==> src/logic/fos_pkg.sv <==
// shared constants and types of the flash operation state sequencer
package fos_pkg;
    // ==========================================
    // register byte offsets
    localparam logic [7:0] REG_REGULATOR_MODE   = 8'h00;
    localparam logic [7:0] REG_FLASH_WPROT      = 8'h04;
    localparam logic [7:0] REG_FLASH_MODE       = 8'h08;
    localparam logic [7:0] REG_CONTROL          = 8'h0C;
    localparam logic [7:0] REG_STATUS           = 8'h10;
    localparam logic [7:0] REG_IRQ_STATUS       = 8'h14;
    localparam logic [7:0] REG_IRQ_CLEAR        = 8'h18;
    localparam logic [7:0] REG_IRQ_ENABLE       = 8'h1C;
    localparam logic [7:0] REG_VDD_RESULT       = 8'h20;
    // ==========================================
    // field positions and reset values
    localparam int         LOW_POWER_BIT        = 6;
    localparam int         WRITE_ENABLE_BIT     = 0;
    localparam int         CTRL_MEASURE_BIT     = 0;
    localparam int         CTRL_CPU_SUB_BIT     = 1;
    localparam logic [7:0] REGULATOR_RESET      = 8'h00;
    localparam logic [7:0] WPROT_RESET          = 8'h01;
    localparam logic [2:0] IRQ_RESET            = 3'h0;
    localparam int         IRQ_STEP             = 0;
    localparam int         IRQ_HS_REFUSED       = 1;
    localparam int         IRQ_WRITE_REFUSED    = 2;
    // ==========================================
    // supply window for high-speed entry, millivolts
    localparam logic [11:0] HS_VDD_MIN_MV       = 12'h960;
    localparam logic [11:0] HS_VDD_MAX_MV       = 12'hE10;
    // ==========================================
    // axi responses
    localparam logic [1:0] RESP_OKAY            = 2'h0;
    localparam logic [1:0] RESP_SLVERR          = 2'h2;
    // ==========================================
    // flash operating modes and frequencies
    typedef enum logic [1:0] {
        FM_LOW_VOLTAGE = 2'h0,
        FM_LOW_SPEED   = 2'h1,
        FM_HIGH_SPEED  = 2'h2,
        FM_LOW_POWER   = 2'h3
    } fos_mode_e;
    localparam logic [4:0] FREQ_1MHZ            = 5'h01;
    localparam logic [4:0] FREQ_4MHZ            = 5'h04;
    localparam logic [4:0] FREQ_8MHZ            = 5'h08;
    localparam logic [4:0] FREQ_16MHZ           = 5'h10;
    typedef enum logic [3:0] {
        POS_LV_HOCO4, POS_LV_MOCO4, POS_LS_LC_MOCO4, POS_LS_N8, POS_HS16,
        POS_HS_ERROR, POS_LS_AFTER_HS, POS_LP1, POS_LS_AFTER_LP
    } fos_pos_e;
    typedef struct packed {
        fos_mode_e  mode;
        logic       low_power_reg;
        logic       middle_osc;
        logic [4:0] freq_mhz;
    } fos_cfg_s;
endpackage : fos_pkg

==> src/logic/fos_btn_if.sv <==
// carrier between the button front end and the sequencer
`timescale 1ns/1ps
interface fos_btn_if;
    logic level;
    logic press;
    modport src (output level, output press);
    modport dst (input level, input press);
endinterface : fos_btn_if

==> src/logic/fos_btn_sync.sv <==
// button pin synchroniser and press detector
`timescale 1ns/1ps
module fos_btn_sync (
    // clock and reset
    input  wire logic clk,
    input  wire logic rst,
    input  wire logic clk_en,
    // pin
    input  wire logic button_external_interrupt,
    // to sequencer
    fos_btn_if.src    btn
);
    logic [2:0] sync_q;
    logic       level_q;
    logic       press_q;

    // ==========================================
    // three stages, change taken when stages two and three agree
    always_ff @(posedge clk or posedge rst) begin
        if (rst) begin
            sync_q <= 3'h0;
        end else if (clk_en) begin
            sync_q <= {sync_q[1:0], button_external_interrupt};
        end
    end

    always_ff @(posedge clk or posedge rst) begin
        if (rst) begin
            level_q <= 1'b0;
            press_q <= 1'b0;
        end else if (clk_en) begin
            press_q <= 1'b0;
            if (sync_q[1] == sync_q[2]) begin
                level_q <= sync_q[2];
                press_q <= sync_q[2] & ~level_q;
            end
        end
    end

    assign btn.level = level_q;
    assign btn.press = press_q;
endmodule : fos_btn_sync

==> src/logic/fos_sequencer.sv <==
// flash operation state sequencer with axi4-lite register slave
//
// Our own choices: the register offsets and register access over AXI4-Lite.
`timescale 1ns/1ps
module fos_sequencer #(
    parameter int GPIO_W    = 16,
    parameter int TOOL_PIN  = 0
) (
    // clock and reset
    input  wire logic              clk,
    input  wire logic              rst,
    input  wire logic              clk_en,
    // axi4-lite write address and data
    input  wire logic              s_axi_awvalid,
    output logic                   s_axi_awready,
    input  wire logic [7:0]        s_axi_awaddr,
    input  wire logic              s_axi_wvalid,
    output logic                   s_axi_wready,
    input  wire logic [31:0]       s_axi_wdata,
    input  wire logic [3:0]        s_axi_wstrb,
    // axi4-lite write response
    output logic                   s_axi_bvalid,
    input  wire logic              s_axi_bready,
    output logic [1:0]             s_axi_bresp,
    // axi4-lite read
    input  wire logic              s_axi_arvalid,
    output logic                   s_axi_arready,
    input  wire logic [7:0]        s_axi_araddr,
    output logic                   s_axi_rvalid,
    input  wire logic              s_axi_rready,
    output logic [31:0]            s_axi_rdata,
    output logic [1:0]             s_axi_rresp,
    // button pin
    input  wire logic              button_external_interrupt,
    // supply measurement
    output logic                   vdd_meas_req,
    input  wire logic              vdd_meas_valid,
    input  wire logic [11:0]       vdd_meas_mv,
    // operating state outputs
    output logic [1:0]             flash_operating_mode_select,
    output logic                   regulator_low_power_select,
    output logic                   main_clock_middle_osc,
    output logic [4:0]             osc_freq_mhz,
    output logic                   cpu_clock_source_select,
    output logic                   halt_active,
    output logic                   periph_stop,
    // general pins
    output logic [GPIO_W-1:0]      gpio_out,
    output logic [GPIO_W-1:0]      gpio_oe,
    // interrupt
    output logic                   irq
);
    // refuse pin settings the output loop cannot serve
    if (GPIO_W < 1 || GPIO_W > 32 || TOOL_PIN < 0 || TOOL_PIN >= GPIO_W) begin : g_bad_pins
        $error("fos_sequencer: bad pin parameters");
    end

    typedef enum logic [1:0] {PH_IDLE, PH_MEAS, PH_UNLOCK, PH_WRITE} fos_phase_e;

    // ==========================================
    // state order and per-state configuration
    function automatic fos_pkg::fos_pos_e seq_next(input fos_pkg::fos_pos_e p, input logic vdd_ok);
        unique case (p)
            fos_pkg::POS_LV_HOCO4:    seq_next = fos_pkg::POS_LV_MOCO4;
            fos_pkg::POS_LV_MOCO4:    seq_next = fos_pkg::POS_LS_LC_MOCO4;
            fos_pkg::POS_LS_LC_MOCO4: seq_next = fos_pkg::POS_LS_N8;
            fos_pkg::POS_LS_N8:       seq_next = vdd_ok ? fos_pkg::POS_HS16 : fos_pkg::POS_HS_ERROR;
            fos_pkg::POS_HS16:        seq_next = fos_pkg::POS_LS_AFTER_HS;
            fos_pkg::POS_HS_ERROR:    seq_next = fos_pkg::POS_LS_AFTER_HS;
            fos_pkg::POS_LS_AFTER_HS: seq_next = fos_pkg::POS_LP1;
            fos_pkg::POS_LP1:         seq_next = fos_pkg::POS_LS_AFTER_LP;
            fos_pkg::POS_LS_AFTER_LP: seq_next = fos_pkg::POS_LV_HOCO4;
            default:                  seq_next = fos_pkg::POS_LV_HOCO4;
        endcase
    endfunction : seq_next

    function automatic fos_pkg::fos_cfg_s cfg_of(input fos_pkg::fos_pos_e p);
        unique case (p)
            fos_pkg::POS_LV_HOCO4:    cfg_of = '{fos_pkg::FM_LOW_VOLTAGE, 1'b0, 1'b0, fos_pkg::FREQ_4MHZ};
            fos_pkg::POS_LV_MOCO4:    cfg_of = '{fos_pkg::FM_LOW_VOLTAGE, 1'b0, 1'b1, fos_pkg::FREQ_4MHZ};
            fos_pkg::POS_LS_LC_MOCO4: cfg_of = '{fos_pkg::FM_LOW_SPEED,   1'b1, 1'b1, fos_pkg::FREQ_4MHZ};
            fos_pkg::POS_HS16:        cfg_of = '{fos_pkg::FM_HIGH_SPEED,  1'b0, 1'b0, fos_pkg::FREQ_16MHZ};
            fos_pkg::POS_LP1:         cfg_of = '{fos_pkg::FM_LOW_POWER,   1'b0, 1'b1, fos_pkg::FREQ_1MHZ};
            default:                  cfg_of = '{fos_pkg::FM_LOW_SPEED,   1'b0, 1'b0, fos_pkg::FREQ_8MHZ};
        endcase
    endfunction : cfg_of

    // ==========================================
    // button front end
    fos_btn_if btn ();

    fos_btn_sync u_btn (
        .clk                       (clk),
        .rst                       (rst),
        .clk_en                    (clk_en),
        .button_external_interrupt (button_external_interrupt),
        .btn                       (btn.src)
    );

    // ==========================================
    // registers and bus signals
    fos_pkg::fos_pos_e pos_q;
    fos_pkg::fos_pos_e next_pos_q;
    fos_phase_e        ph_q;
    logic [7:0]        regulator_mode_control_q;
    logic [7:0]        wprot_q;
    logic [1:0]        flash_operating_mode_select_q;
    logic              measure_q;
    logic              cpu_sub_q;
    logic              vdd_ok_q;
    logic [11:0]       vdd_last_q;
    logic [2:0]        irq_stat_q;
    logic [2:0]        irq_en_q;
    logic              aw_got_q;
    logic              w_got_q;
    logic [7:0]        aw_addr_q;
    logic [31:0]       w_data_q;
    logic              w_lane0_q;
    logic              wr_fire;
    logic              wr_lane;
    logic              seq_write;
    logic              sw_mode_wr;
    logic              vdd_in_range;
    logic [2:0]        irq_set;
    fos_pkg::fos_cfg_s nxt_cfg;
    fos_pkg::fos_cfg_s cur_cfg;

    localparam logic [2:0] IRQ_RESET_V = fos_pkg::IRQ_RESET;

    assign nxt_cfg      = cfg_of(next_pos_q);
    assign cur_cfg      = cfg_of(pos_q);
    assign wr_fire      = aw_got_q & w_got_q & ~s_axi_bvalid;
    assign wr_lane      = wr_fire & w_lane0_q;
    assign seq_write    = (ph_q == PH_WRITE);
    assign sw_mode_wr   = wr_lane & (aw_addr_q == fos_pkg::REG_FLASH_MODE);
    assign vdd_in_range = (vdd_meas_mv >= fos_pkg::HS_VDD_MIN_MV) && (vdd_meas_mv <= fos_pkg::HS_VDD_MAX_MV);

    // ==========================================
    // axi write channel
    always_ff @(posedge clk or posedge rst) begin
        if (rst) begin
            aw_got_q      <= 1'b0;
            w_got_q       <= 1'b0;
            aw_addr_q     <= 8'h00;
            w_data_q      <= 32'h0000_0000;
            w_lane0_q     <= 1'b0;
            s_axi_awready <= 1'b1;
            s_axi_wready  <= 1'b1;
            s_axi_bvalid  <= 1'b0;
            s_axi_bresp   <= fos_pkg::RESP_OKAY;
        end else if (clk_en) begin
            if (s_axi_awvalid && s_axi_awready) begin
                aw_got_q      <= 1'b1;
                aw_addr_q     <= s_axi_awaddr;
                s_axi_awready <= 1'b0;
            end
            if (s_axi_wvalid && s_axi_wready) begin
                w_got_q      <= 1'b1;
                w_data_q     <= s_axi_wdata;
                w_lane0_q    <= s_axi_wstrb[0];
                s_axi_wready <= 1'b0;
            end
            if (wr_fire) begin
                aw_got_q     <= 1'b0;
                w_got_q      <= 1'b0;
                s_axi_bvalid <= 1'b1;
                s_axi_bresp  <= (aw_addr_q[1:0] == 2'h0 && aw_addr_q <= fos_pkg::REG_VDD_RESULT)
                                ? fos_pkg::RESP_OKAY : fos_pkg::RESP_SLVERR;
            end
            if (s_axi_bvalid && s_axi_bready) begin
                s_axi_bvalid  <= 1'b0;
                s_axi_awready <= 1'b1;
                s_axi_wready  <= 1'b1;
            end
        end
    end

    // ==========================================
    // axi read channel
    always_ff @(posedge clk or posedge rst) begin
        if (rst) begin
            s_axi_arready <= 1'b1;
            s_axi_rvalid  <= 1'b0;
            s_axi_rdata   <= 32'h0000_0000;
            s_axi_rresp   <= fos_pkg::RESP_OKAY;
        end else if (clk_en) begin
            if (s_axi_arvalid && s_axi_arready) begin
                s_axi_arready <= 1'b0;
                s_axi_rvalid  <= 1'b1;
                s_axi_rresp   <= fos_pkg::RESP_OKAY;
                unique case (s_axi_araddr)
                    fos_pkg::REG_REGULATOR_MODE: s_axi_rdata <= {24'h000000, regulator_mode_control_q};
                    fos_pkg::REG_FLASH_WPROT:    s_axi_rdata <= {24'h000000, wprot_q};
                    fos_pkg::REG_FLASH_MODE:     s_axi_rdata <= {30'h0, flash_operating_mode_select_q};
                    fos_pkg::REG_CONTROL:        s_axi_rdata <= {30'h0, cpu_sub_q, measure_q};
                    fos_pkg::REG_STATUS:         s_axi_rdata <= {24'h000000, halt_active, ph_q, vdd_ok_q, pos_q};
                    fos_pkg::REG_IRQ_STATUS:     s_axi_rdata <= {29'h0, irq_stat_q};
                    fos_pkg::REG_IRQ_CLEAR:      s_axi_rdata <= 32'h0000_0000;
                    fos_pkg::REG_IRQ_ENABLE:     s_axi_rdata <= {29'h0, irq_en_q};
                    fos_pkg::REG_VDD_RESULT:     s_axi_rdata <= {20'h00000, vdd_last_q};
                    default: begin
                        s_axi_rdata <= 32'h0000_0000;
                        s_axi_rresp <= fos_pkg::RESP_SLVERR;
                    end
                endcase
            end
            if (s_axi_rvalid && s_axi_rready) begin
                s_axi_rvalid  <= 1'b0;
                s_axi_arready <= 1'b1;
            end
        end
    end

    // ==========================================
    // software registers; sequencer write wins over software
    always_ff @(posedge clk or posedge rst) begin
        if (rst) begin
            regulator_mode_control_q    <= fos_pkg::REGULATOR_RESET;
            wprot_q   <= fos_pkg::WPROT_RESET;
            flash_operating_mode_select_q  <= fos_pkg::FM_LOW_VOLTAGE;
            measure_q <= 1'b0;
            cpu_sub_q <= 1'b0;
            irq_en_q  <= IRQ_RESET_V;
        end else if (clk_en) begin
            if (wr_lane) begin
                unique case (aw_addr_q)
                    fos_pkg::REG_REGULATOR_MODE: regulator_mode_control_q <= w_data_q[7:0] & 8'h40;
                    fos_pkg::REG_FLASH_WPROT:    wprot_q <= {7'h00, w_data_q[0]};
                    fos_pkg::REG_CONTROL: begin
                        measure_q <= w_data_q[fos_pkg::CTRL_MEASURE_BIT];
                        cpu_sub_q <= w_data_q[fos_pkg::CTRL_CPU_SUB_BIT];
                    end
                    fos_pkg::REG_IRQ_ENABLE:     irq_en_q <= w_data_q[2:0];
                    default: ;
                endcase
            end
            if (sw_mode_wr && wprot_q[fos_pkg::WRITE_ENABLE_BIT]) begin
                flash_operating_mode_select_q <= w_data_q[1:0];
            end
            if (ph_q == PH_UNLOCK) begin
                wprot_q[fos_pkg::WRITE_ENABLE_BIT] <= 1'b1;
            end
            if (seq_write && wprot_q[fos_pkg::WRITE_ENABLE_BIT]) begin
                flash_operating_mode_select_q                        <= nxt_cfg.mode;
                regulator_mode_control_q[fos_pkg::LOW_POWER_BIT]  <= nxt_cfg.low_power_reg;
            end
        end
    end

    // ==========================================
    // step sequencer
    always_ff @(posedge clk or posedge rst) begin
        if (rst) begin
            ph_q         <= PH_IDLE;
            pos_q        <= fos_pkg::POS_LV_HOCO4;
            next_pos_q   <= fos_pkg::POS_LV_HOCO4;
            vdd_meas_req <= 1'b0;
            vdd_ok_q     <= 1'b0;
            vdd_last_q   <= 12'h000;
        end else if (clk_en) begin
            vdd_meas_req <= 1'b0;
            unique case (ph_q)
                PH_IDLE: begin
                    if (btn.press) begin
                        if (pos_q == fos_pkg::POS_LS_N8) begin
                            vdd_meas_req <= 1'b1;
                            ph_q         <= PH_MEAS;
                        end else begin
                            next_pos_q <= seq_next(pos_q, 1'b0);
                            ph_q       <= PH_UNLOCK;
                        end
                    end
                end
                PH_MEAS: begin
                    if (vdd_meas_valid) begin
                        vdd_last_q <= vdd_meas_mv;
                        vdd_ok_q   <= vdd_in_range;
                        next_pos_q <= seq_next(pos_q, vdd_in_range);
                        ph_q       <= PH_UNLOCK;
                    end
                end
                PH_UNLOCK: ph_q <= PH_WRITE;
                PH_WRITE: begin
                    pos_q <= next_pos_q;
                    ph_q  <= PH_IDLE;
                end
            endcase
        end
    end

    // ==========================================
    // operating outputs and measurement configuration
    always_ff @(posedge clk or posedge rst) begin
        if (rst) begin
            main_clock_middle_osc   <= 1'b0;
            osc_freq_mhz            <= fos_pkg::FREQ_4MHZ;
            cpu_clock_source_select <= 1'b0;
            halt_active             <= 1'b0;
            periph_stop             <= 1'b0;
            gpio_out                <= '0;
            gpio_oe                 <= '0;
        end else if (clk_en) begin
            main_clock_middle_osc   <= cur_cfg.middle_osc;
            osc_freq_mhz            <= cur_cfg.freq_mhz;
            cpu_clock_source_select <= cpu_sub_q & ~measure_q;
            periph_stop             <= measure_q;
            gpio_out                <= '0;
            for (int i = 0; i < GPIO_W; i++) begin
                gpio_oe[i] <= measure_q && (i != TOOL_PIN);
            end
            if (!measure_q || btn.press) begin
                halt_active <= 1'b0;
            end else if (ph_q == PH_IDLE) begin
                halt_active <= 1'b1;
            end
        end
    end

    assign flash_operating_mode_select = flash_operating_mode_select_q;
    assign regulator_low_power_select  = regulator_mode_control_q[fos_pkg::LOW_POWER_BIT];

    // ==========================================
    // interrupts: set wins over clear
    always_comb begin
        irq_set                             = 3'h0;
        irq_set[fos_pkg::IRQ_STEP]          = seq_write;
        irq_set[fos_pkg::IRQ_HS_REFUSED]    = (ph_q == PH_MEAS) && vdd_meas_valid && !vdd_in_range;
        irq_set[fos_pkg::IRQ_WRITE_REFUSED] = sw_mode_wr && !wprot_q[fos_pkg::WRITE_ENABLE_BIT];
    end

    always_ff @(posedge clk or posedge rst) begin
        if (rst) begin
            irq_stat_q <= IRQ_RESET_V;
            irq        <= 1'b0;
        end else if (clk_en) begin
            if (wr_lane && aw_addr_q == fos_pkg::REG_IRQ_CLEAR) begin
                irq_stat_q <= (irq_stat_q & ~w_data_q[2:0]) | irq_set;
            end else begin
                irq_stat_q <= irq_stat_q | irq_set;
            end
            irq <= |(irq_stat_q & irq_en_q);
        end
    end
endmodule : fos_sequencer

==> config.mk <==
export PLATFORM = sky130hd
export DESIGN_NAME = fos_sequencer
export DESIGN_NICKNAME = d
export VERILOG_FILES = /design/src/logic/fos_pkg.sv /design/src/logic/fos_btn_if.sv /design/src/logic/fos_btn_sync.sv /design/src/logic/fos_sequencer.sv
export SDC_FILE = /design/constraint.sdc
export NUM_CORES = 1
export LEC_CHECK = 0
export BUFFER_PORTS_ARGS = -buffer_cell sky130_fd_sc_hd__buf_2
export CAP_MARGIN = 20
export CORE_MARGIN = 4
export CORE_UTILIZATION = 56
export CTS_BUF_LIST = sky130_fd_sc_hd__clkbuf_2 sky130_fd_sc_hd__clkbuf_4 sky130_fd_sc_hd__clkbuf_8
export DETAILED_ROUTE_END_ITERATION = 6
export PLACE_DENSITY = 0.95
export SKIP_LAST_GASP = 1
export SLEW_MARGIN = 25
export SYNTH_ARGS = -nofsm -noshare
export SYNTH_HDL_FRONTEND = slang
export SYNTH_SLANG_ARGS = --single-unit
==> constraint.sdc <==
create_clock -name clk -period 4.1 [get_ports clk]
set_input_delay 0.205 -clock clk [delete_from_list [all_inputs] [get_ports clk]]
set_output_delay 0.205 -clock clk [all_outputs]
set_load 0.005 [all_outputs]
# ---- Word level (Yosys, flattened, before mapping)
# Memories as Yosys holds them, arrays and structs flattened.
# Cells that the tools add are included.
dict set report classes {
  magnitude_cmp 3
  eq_ne 31
  muxes 44
  bitwise_logic 14
  n_reduce_logical 60
}
# op n
set ops {}
lappend ops {{case mux 12 bit (8 select lines)} 1}
lappend ops {{== test 8 x 5 -> 1 bit (second input constant)} 6}
lappend ops {{case mux 9 bit (5 select lines)} 1}
lappend ops {{== test 8 x 4 -> 1 bit (second input constant)} 4}
lappend ops {{case mux 6 bit (5 select lines)} 1}
lappend ops {{case mux 4 bit (7 select lines)} 1}
lappend ops {{AND reduction 2 bit} 14}
lappend ops {{nonzero test 2 bit} 13}
lappend ops {{2-to-1 mux 1 bit} 25}
lappend ops {{== test 4 x 3 -> 1 bit (second input constant)} 6}
lappend ops {{AND reduction 3 bit} 6}
lappend ops {{== test 8 x 3 -> 1 bit (second input constant)} 2}
lappend ops {{logical NOT 8 bit} 2}
lappend ops {{2-to-1 mux 2 bit} 7}
lappend ops {{2-to-1 mux 7 bit} 2}
lappend ops {{logical AND 1 bit} 13}
lappend ops {{== test 4 x 2 -> 1 bit (second input constant)} 3}
lappend ops {{>= comparator 12 bit (second input constant)} 1}
lappend ops {{<= comparator 12 bit (second input constant)} 1}
lappend ops {{2-to-1 mux 4 bit} 3}
lappend ops {{OR reduction 9 bit} 1}
lappend ops {{== test 4 x 1 -> 1 bit (second input constant)} 2}
lappend ops {{== test 8 x 6 -> 1 bit (second input constant)} 1}
lappend ops {{<= comparator 8 x 6 -> 1 bit (second input constant)} 1}
lappend ops {{other kinds (20)} 35}
dict set report word_totals {
  regBits 111
  mem_bits_ro 64
  in_bits 74
  output_inout_bits 87
  word_cells 189
  mem_count 1
}
# memory depth width rd rd_ports_with_merged_regs write_ports line_no
set mem_list {}
lappend mem_list {{(name not given)} 16 4 1 0 0 fos_sequencer.sv:63} ;# unique case (p)

# ---- Depth between registers and ports, before layout
# Gate-level depths: netlist (run 1).
dict set report depth {
  ltp_word 7
  mapped_depth 9
}

# ---- Modules after synthesis
# A second synthesis (run 1) with hierarchy kept.
dict set report unflattened {
  hier_cells 422
  hier_area_um2 4543.1
}
# mod instances cells_each area_each_um2 seq_area_each_um2
set by_module_without_submodules {}
lappend by_module_without_submodules {fos_sequencer 1 404 4322.9 1983.2}
lappend by_module_without_submodules {fos_btn_sync 1 18 220.2 125.1}

# ---- Least setup slack after synthesis (run 1)
# Ideal clock, no wire load.
dict set report synth_path {
  path_type {flip-flop to flip-flop}
  from {reg ph_q[1]}
  to {reg next_pos_q[0]}
  setup_ns 0.095
  arrival_time_ns 1.777
  required_time_ns 4.005
  slack_ns 2.228
  path_stages_with_launch 9
  path_buffers 2
  synth_period_minus_slack_ns 1.872
  cell_sequence {dfrtp_1 -> inv_1 -> ha_1 -> buf_2 -> inv_1 -> o221ai_1 -> or3b_1 -> clkbuf_1 -> o31ai_1}
}
dict set report synth_between {
  elab_chain_cells 3
  word_cells_on_any_way 8
  cone_classes {eq/ne (4); mux (1); reduce/logical (3)}
}
# item line_no
set synth_lines {}
lappend synth_lines {{start, declared} fos_sequencer.sv:104} ;# fos_phase_e ph_q;
lappend synth_lines {{start signal, assigned} fos_sequencer.sv:254} ;# ph_q <= PH_IDLE;
lappend synth_lines {{start signal, assigned} fos_sequencer.sv:267} ;# ph_q <= PH_MEAS;
lappend synth_lines {{start signal, assigned} fos_sequencer.sv:270} ;# ph_q <= PH_UNLOCK;
lappend synth_lines {{== test 2 x 1 -> 1 bit / logical NOT 2 bit (equally long branches)} fos_sequencer.sv:262} ;# unique case (ph_q)
lappend synth_lines {{!= test 2 bit (no line) (tied with other cells)} --}
lappend synth_lines {{AND reduction 5 bit (no line)} --}
lappend synth_lines {{end signal, assigned} fos_sequencer.sv:256} ;# next_pos_q <= fos_pkg::POS_LV_HOCO4;
lappend synth_lines {{end signal, assigned} fos_sequencer.sv:269} ;# next_pos_q <= seq_next(pos_q, 1'b0);
lappend synth_lines {{end signal, assigned} fos_sequencer.sv:278} ;# next_pos_q <= seq_next(pos_q, vdd_in_range);
lappend synth_lines {{end, declared} fos_sequencer.sv:103} ;# fos_pkg::fos_pos_e next_pos_q;
# Several ways; a longest one is shown, not always the timed one.
# A chain may end at the register's enable or synchronous reset.

# ---- Final worst setup path (run 1)
dict set report layout_path {
  from {reg ph_q[1]}
  to {reg next_pos_q[1]}
}
# Same word-level chain as after synthesis.

==> results.cfg, run 1 <==
[yosys]
synth_edf_count = 0
synth_seq_area_share_pct = 46.9
ys_async_sr_fraction_pct = 100
synth_area_per_cell_sq_um = 10.3
synth_cell_types = 60
synth_flop_cell = dfrtp_1
yosysWarnings = 0
synth_area_sq_um = 4500
syn_inst = 437
synth-seq-cells = 84

[routing]
viasPerCell = 5.61
first_pass_iters = 5
drc = 0
top_layer_used = met4
wl_met1_um = 3820
drtAntennaViolNets = 0
routedWlPerCell_um = 16.1
wl_um = 9860
wl_met3_um = 948
wl_met2_um = 4860
drtIter0Drc = 244
dr_total_vias = 3425

[clocking]
cts_resized = 0
cts_buffers = 9
cts_tree = done
cts_num_sinks = 84
cts_setup_buffers = 0
root_buffer = clkbuf_8
clk_pin_slew_worst_paths_ns = 0.08
htreeDepth = 3
ctsHoldBuffers = 0
clockBufferDepth = 2
insertion_delay_ns = 0.35

[placement]
gp_congestion = 0.891
place_hpwl_um = 7300
port_buffers = 89

[worst_setup_path]
worst-setup-path-type = flop to flop
crit_arrival_ns = 2.38
cp_data_required_time_ns = 4.35
critical_path.endpoint_type = flop
cp-start-kind = flop
cp_max_fo = 8

[floorplan]
boundaryPins = 161
die_w_um = 97.6
dieArea_sq_um = 9530
die_y_um = 97.6
std_cell_rows = 32
core_sq_um = 7770
start_util_pct = 57.9

[final_layout]
layout.nets = 588
area_delta_synth_final_pct = 9.76
diodes = 0
layout-drive-gt1-share_pct = 31.8
mostFrequentLayoutCells = buf_2 (89), dfrtp_1 (79), nand2_1 (51), mux2_2 (43), conb_1 (40)
final.fill_count = 634
layout_commonest_cell = buf_2

[outcome]
outcome = finished, violations left
failed_checks = hold timing

[sta]
fin_skew_ns = 0.00492
fmax_mhz = 470
worst_slew_pin_slew_ns = 0.813
holdWs_ns = -0.00624
fin_crit_sh_pct = 51.9
slew_violations = 0
period_needed_ns = 2.13
setup_tns_ns = 0
rsz0062_at_grt = no
hold_viol = 16
max-slew-margin-rel_pct = 45.8
setup_violations = 0

[grt]
grt_overflow = 0
track_usage_pct = 20.2
antenna_found_initial = 0
grt_max_degree = 64
grt_pass1_vias = 3369
grt_pass1_wl_um = 15800

[job]
drv_cap = 0

[power_and_ir_drop]
p_per_area_nw_per_um2 = 548
power.total_mw = 2.71
ir_drop_mv = 0.292
power_leakage_nw = 2.49

[worst_hold_path]
hold_path.class = input port to async pin
==> cell families after synthesis <==
logic type	synth area share, %
flops	46.9
buf+inv	12.8
mux	12.3
fa+ha+maj	2.50
xor+xnor	0.195
simple gates	13.9
other cells	0.0833
compound gates	11.4
==> critical path, cell delays in order, from the launching register on <==
cell and delay, ns:
dfrtp_1 0.43, inv_1 0.09, ha_1 0.30, inv_1 0.13
o221ai_1 0.22, or3b_1 0.56, o31ai_1 0.29
==> registers in the layout, summed over array words and instances (netlist names), 2 cells and up <==
register,count
w_data_q,4
next_pos_q,4
pos_q,4
vdd_last_q,12
flash_operating_mode_select,2
aw_addr_q,8
u_btn.sync_q,3
s_axi_rdata,12
ph_q,2
irq_stat_q,3
irq_en_q,3
osc_freq_mhz,4
==> synthesized netlist by cell type, types with 4 or more instances <==
master	n	area, sq um
dfrtp_1	79	1980
buf_4	55	413
nand2_1	51	191
mux2_2	43	484
o21ai_0	23	115
inv_1	20	75.1
a21oi_1	17	85.1
nand3_1	17	85.1
nor2_1	16	60.1
clkbuf_1	11	41.3
ha_1	9	113
mux2i_1	7	70.1
a22oi_1	5	37.5
dfstp_2	5	131
nand4_1	5	31.3
buf_2	4	20.0
o22ai_1	4	25.0
o31ai_1	4	30.0
==> through the flow <==
step | setup WS (ns) | std cells | util, % | area [sq um]
2_1_floorplan | 1.74 | 476 | - | 4650
5_1_grt | 1.80 | 611 | 63.6 | 4940
3_3_place_gp | 1.99 | 596 | 60.9 | 4730
4_1_cts | 1.97 | 611 | 63.6 | 4940
6_report | 1.97 | 611 | 63.6 | 4940
3_5_place_dp | 1.90 | 596 | 60.9 | 4730
==> where the power goes <==
part / internal [mW] / total [mW] / switching (mW)
Clock: 0.344 / 0.629 / 0.285
Combinational: 0.386 / 0.786 / 0.400
Sequential: 1.07 / 1.29 / 0.219
==> final timing paths <==
kind	start	end	slack, ns	cells after the start
max reg2reg	ph_q[1]	next_pos_q[1]	1.97	6
max in group asynchronous	rst	s_axi_wready	3.29	3
min in group clk	s_axi_wdata[0]	w_data_q[0]	0.08	2
min	rst	u_btn.btn.press	-0.006	2
max	ph_q[1]	next_pos_q[1]	1.97	6
min reg2reg	s_axi_rdata[4]	s_axi_rdata[4]	0.48	2
==> area by class of cell <==
class / instances / area, sq um / area share, %
flip-flops and latches: 84 / 2110 / 42.7
clock buffers: 10 / 131 / 2.66
repair buffers: 90 / 453 / 9.17
multi-input cells: 300 / 1960 / 39.8
well taps: 102 / 128 / 2.58
inverters: 20 / 77.6 / 1.57
clock inverters: 5 / 77.6 / 1.57
==> per-layer routing <==
metal	up-vias	global-route usage, %
met2	193	33.6
met3	26	6.89
met4	0	6.82
li1	1580	-
met5	-	0
met1	1626	24.5
Power figures use the tool's default switching activity.
==> inputs of run 2 (changes only) <==
Settings changed: CORE_UTILIZATION 56 to 47, PLACE_DENSITY 0.95 to 0.88.
Clock period 4.1 ns to 1.9 ns, I/O delays scaled along.
==> run 2 against run 1 <==
  * The flow finishes with violations (setup timing)
  * Clock power is 110% higher
  * First-iteration DRC count is 18% lower
  * Maximum frequency is 12% higher
  * Sequential power is 110% higher
  * Worst hold slack better by 0.022 ns
  * Flip-flop and latch count stayed put
  * Sequential share of layout area is 3.6 points lower
  * Critical path depth is 1 lower
  * Utilization is 5.5 points lower
  * Routed wire length is 4.9% higher
  * Global-route usage is 1.5 points lower
  * Register-to-register slack worse by 2.0 ns
  * Largest cell class unchanged
==> results.cfg, run 2 (synthesis results as in run 1) <==
[outcome]
outcome = finished, violations left
failed_checks = setup timing

[power_and_ir_drop]
ir_drop_mv = 0.737
power_leakage_nw = 2.68
p_per_area_nw_per_um2 = 1110

[floorplan]
boundaryPins = 161
start_util_pct = 48.5
std_cell_rows = 35
dieArea_sq_um = 11200
die_w_um = 106
core_sq_um = 9280
die_y_um = 106

[final_layout]
fin_util_pct = 58.1
layout_commonest_cell = buf_2
top_regs = s_axi_rdata x12, vdd_last_q x12, aw_addr_q x8
layout.nets = 630
layout-drive-gt1-share_pct = 32.8
diodes = 0
postLayoutCellArea_sq_um = 5400
mostFrequentLayoutCells = buf_2 (89), dfrtp_1 (79), nand2_1 (51), mux2_2 (41), conb_1 (40)
area_delta_synth_final_pct = 19.9

[worst_hold_path]
hold_path.class = input port to flop
worstHoldStart = vdd_meas_mv[6]
min_path_cells = 2
hold_end = vdd_last_q[6]

[sta]
setup_slack_ns = -0.000250
max-slew-margin-rel_pct = 51.2
fin_crit_sh_pct = 100
setup_violations = 1
rsz0062_at_grt = yes
period_needed_ns = 1.90
worst_slew_pin_slew_ns = 0.731
hold_viol = 0
fmax_mhz = 526
slew_violations = 0
fin_skew_ns = 0.00892

[clocking]
htreeDepth = 3
cts_num_sinks = 84
clk_pin_slew_worst_paths_ns = 0.09
root_buffer = clkbuf_8
cts_tree = done
insertion_delay_ns = 0.36
clockBufferDepth = 2
cts_buffers = 9

[routing]
wl_um = 10300
dr_total_vias = 3508
first_pass_iters = 5
viasPerCell = 5.15
drtIter0Drc = 199
routedWlPerCell_um = 15.2
drtAntennaViolNets = 0
drc = 0

[worst_setup_path]
r2r_cells = 5
cp_data_required_time_ns = 2.14
worst-setup-path-type = flop to flop
cpPeakStageDelay_ns = 0.60
ff2ff_setup_slack_ns = -0.0002
critical_path.endpoint_type = flop
cp_max_fo = 5
crit_arrival_ns = 2.14
cp-start-kind = flop
crit_slowest_cell = or4_4
r2r-start = aw_addr_q[7]
path_cells = or4_4, nor3_4, a31oi_1, nor2_2, mux2_4
regToRegEndpoint = flash_operating_mode_select[1]

[job]
drv_cap = 0

[placement]
place_hpwl_um = 7610
place_area_sq_um = 4900
gp_congestion = 0.891
port_buffers = 89

[grt]
antenna_found_initial = 0
grt_pass1_wl_um = 16800
grt_max_degree = 32
grt_pass1_vias = 3415
track_usage_pct = 18.7
grt_overflow = 0
## run 2: final cells by class
cell class,count,area [sq um]
Fill cell,750,3890
Timing Repair Buffer,132,858
Clock inverter,6,71.3
Clock buffer,10,138
Multi-Input combinational cell,300,1980
Sequential cell,84,2110
Tap cell,129,161
Inverter,20,78.8
## run 2: timing repair
item,in CTS,in global routing
hold endpoints to repair,51,0
endpoints found under the setup margin,4,9
resized for setup,1,4
pin swaps,1,0
hold buffers,26,0
buffers inserted,0,1
## run 2: worst max-delay path by stage
stage / from / end / slack [ns] / depth (start not counted)
final: aw_addr_q[7] / flash_operating_mode_select[1] / -0.0002 / 5
after global routing: aw_addr_q[7] / regulator_mode_control_q[6] / -0.07 / 4
after CTS: aw_addr_q[7] / flash_operating_mode_select[1] / -0.003 / 5
after detailed placement: aw_addr_q[7] / flash_operating_mode_select[1] / -0.03 / 5
after global placement: aw_addr_q[7] / flash_operating_mode_select[0] / 0.02 / 5
after floorplan: ph_q[1] / next_pos_q[0] / 0.03 / 8
## run 2: report_power, final
group | internal [mW] | switching (mW) | leakage, nW
Sequential | 2.31 | 0.426 | 1.07
Clock | 0.654 | 0.672 | 0.0995
Combinational | 0.967 | 0.952 | 1.52
Total | 3.93 | 2.05 | 2.68
## run 2: metal layers
| metal | up-vias | share of wire, % | track usage, % |
|---|---|---|---|
| li1 | 1657 | - | - |
| met4 | 0 | 1.7 | 5.37 |
| met3 | 24 | 7.1 | 4.84 |
| met2 | 160 | 50 | 31.9 |
| met1 | 1667 | 42 | 23.4 |
| met5 | - | 0 | 0 |
## run 2: per-stage QoR
| step | hold WS [ns] | total power, mW | worst slack (ns) | setup TNS [ns] | instances |
|---|---|---|---|---|---|
| 5_1_grt | 0.00527 | 6.36 | -0.0749 | -0.242 | 681 |
| 2_1_floorplan | 0.226 | 4.01 | 0.0278 | 0 | 476 |
| 4_1_cts | 0.00384 | 5.96 | -0.00252 | -0.00252 | 680 |
| 3_3_place_gp | 0.244 | 4.44 | 0.0228 | 0 | 638 |
| 6_report | 0.0156 | 5.98 | -0.000250 | -0.000250 | 681 |
| 3_5_place_dp | 0.257 | 4.59 | -0.0261 | -0.0454 | 638 |
## run 2: worst max-delay path: cells and delay by family (launching register included)
| family | cells | cell delay (ns) |
|---|---|---|
| AO/OA/AOI/OAI | 1 | 0.13 |
| multiplexers | 1 | 0.32 |
| AND/OR/NAND/NOR | 3 | 0.95 |
| flip-flops | 1 | 0.39 |
==> inputs of run 3 (changes only) <==
Settings changed: CORE_UTILIZATION 47 to 56, GPL_ROUTABILITY_DRIVEN set to 0, PLACE_DENSITY 0.88 to 0.95.
Clock period 1.9 ns to 2.2 ns, I/O delays scaled along.
==> run 3 against run 2 <==
  * Routed wire length down 0.57%
  * Die area down 15%
  * The run now ends clean
  * Utilization grew 8.5 points
  * Setup slack gained 0.19 ns
  * Worst hold slack is essentially flat
  * Critical path type unchanged
  * Maximum frequency down 5.7%
  * Largest power group unchanged
  * Critical endpoint is now next_pos_q[2]
==> results.cfg, run 3 (synthesis results as in run 1) <==
[power_and_ir_drop]
ir_drop_mv = 0.694
power_leakage_nw = 2.59
p_per_area_nw_per_um2 = 985

[routing]
drtAntennaViolNets = 0
drtIter0Drc = 217
first_pass_iters = 5
viasPerCell = 5.56
drc = 0
routedWlPerCell_um = 16.2
dr_total_vias = 3529
wl_um = 10300

[grt]
grt_pass1_vias = 3420
grt_pass1_wl_um = 16500
grt_max_degree = 85
grt_overflow = 0
track_usage_pct = 21.5
antenna_found_initial = 0

[floorplan]
die_y_um = 97.6
start_util_pct = 57.9
die_w_um = 97.6
std_cell_rows = 32
dieArea_sq_um = 9530
boundaryPins = 161
core_sq_um = 7770

[worst_setup_path]
crit_slowest_cell = or3b_4
crit_path_end = next_pos_q[2]
worst-setup-path-type = flop to flop
cp.depth = 6
critical_path.endpoint_type = flop
ff2ff_setup_slack_ns = 0.19
cp_data_required_time_ns = 2.46
r2r_cells = 6
critPathBufInv = 2
path_cells = inv_1, ha_1, inv_1, o221ai_1, or3b_4, o31ai_1
r2r-start = ph_q[1]
cpPeakStageDelay_ns = 0.49
regToRegEndpoint = next_pos_q[2]
crit_arrival_ns = 2.28
cp-start-kind = flop
crit_family = simple AND/OR/NAND/NOR gates
crit_top_cell = inv_1
startpoint = ph_q[1]
cp_max_fo = 8

[final_layout]
layout-drive-gt1-share_pct = 31.9
layout_commonest_cell = buf_2
area_delta_synth_final_pct = 15.1
diodes = 0
postLayoutCellArea_sq_um = 5180
layout.nets = 612
mostFrequentLayoutCells = buf_2 (89), dfrtp_1 (79), nand2_1 (51), mux2_2 (43), conb_1 (40)
top_regs = s_axi_rdata x12, vdd_last_q x12, aw_addr_q x8

[clocking]
clk_pin_slew_worst_paths_ns = 0.07
cts_num_sinks = 84
clockBufferDepth = 2
cts_buffers = 9
htreeDepth = 3
cts_setup_buffers = 0
root_buffer = clkbuf_8
insertion_delay_ns = 0.36
cts_tree = done

[placement]
place_area_sq_um = 4800
place_hpwl_um = 7420
port_buffers = 89

[sta]
fmax_mhz = 496
fin_skew_ns = 0.00868
setup_violations = 0
rsz0062_at_grt = no
fin_crit_sh_pct = 91.6
worst_slew_pin_slew_ns = 0.579
setup_tns_ns = 0
slew_violations = 0
period_needed_ns = 2.01
max-slew-margin-rel_pct = 61.3
hold_viol = 0

[outcome]
outcome = completed

[job]
drv_cap = 0

[worst_hold_path]
hold_path.class = input port to flop
==> run 3: cell count changes in the layout (fill, tap and decap cells not counted), moves of 2 or more <==
cell           change
inv_6              -2
mux2_4             -2
buf_4              -8
mux2_2             +2
clkinv_2           +2
dlygate4sd3_1      -9
==> run 3: final cells by class <==
type / instances / area [sq um]
Clock inverter: 5 / 77.6
Inverter: 20 / 78.8
Sequential cell: 84 / 2110
Multi-Input combinational cell: 300 / 1970
Fill cell: 610 / 2590
Clock buffer: 10 / 131
Timing Repair Buffer: 114 / 688
Tap cell: 102 / 128
==> run 3: power by group <==
part / leakage, nW / internal, mW / switching [mW]
sequential: 1.07 / 2.00 / 0.422
clock: 0.106 / 0.642 / 0.534
combinational: 1.42 / 0.752 / 0.751
total: 2.59 / 3.39 / 1.71
==> run 3: worst min-delay path by stage <==
| stage | from | to | slack, ns | depth (start not counted) |
|---|---|---|---|---|
| finish | s_axi_rready | s_axi_arready | 0.02 | 3 |
| global route | vdd_meas_mv[8] | vdd_last_q[8] | 0.02 | 2 |
| CTS | vdd_meas_mv[9] | vdd_last_q[9] | 0.009 | 2 |
| detailed placement | rst | vdd_last_q[7] | 0.27 | 3 |
| global placement | rst | s_axi_rdata[7] | 0.26 | 3 |
| floorplan | s_axi_rready | s_axi_arready | 0.24 | 2 |
==> run 3: repair_timing <==
action,CTS,global route
setup endpoints to repair,0,4
hold buffers,17,0
resized for setup,0,1
hold endpoints to repair,95,0
==> run 3: worst min-delay path, cell delays in order <==
cell and delay (ns):
buf_2 0.10, nand3_1 0.09, nand2_1 0.07
==> run 3: routing by layer <==
metal | vias up | wire, um | GRT usage (%)
met1 | 1711 | 3980 | 25.1
met3 | 27 | 812 | 6.82
met4 | 0 | 296 | 8.84
met5 | - | 0 | 0
met2 | 168 | 5200 | 36.5
li1 | 1623 | - | -
==> run 3: per-stage QoR <==
stage / worst slack, ns / util [%] / power (mW) / hold WS (ns) / cells
2_1_floorplan: 0.328 / - / 3.46 / 0.241 / 476
3_3_place_gp: 0.262 / 61.7 / 3.76 / 0.261 / 603
3_5_place_dp: 0.157 / 61.7 / 3.89 / 0.265 / 603
4_1_cts: 0.135 / 66.6 / 5.09 / 0.00857 / 635
5_1_grt: 0.0310 / 66.7 / 5.41 / 0.0179 / 635
6_report: 0.186 / 66.7 / 5.10 / 0.0158 / 635
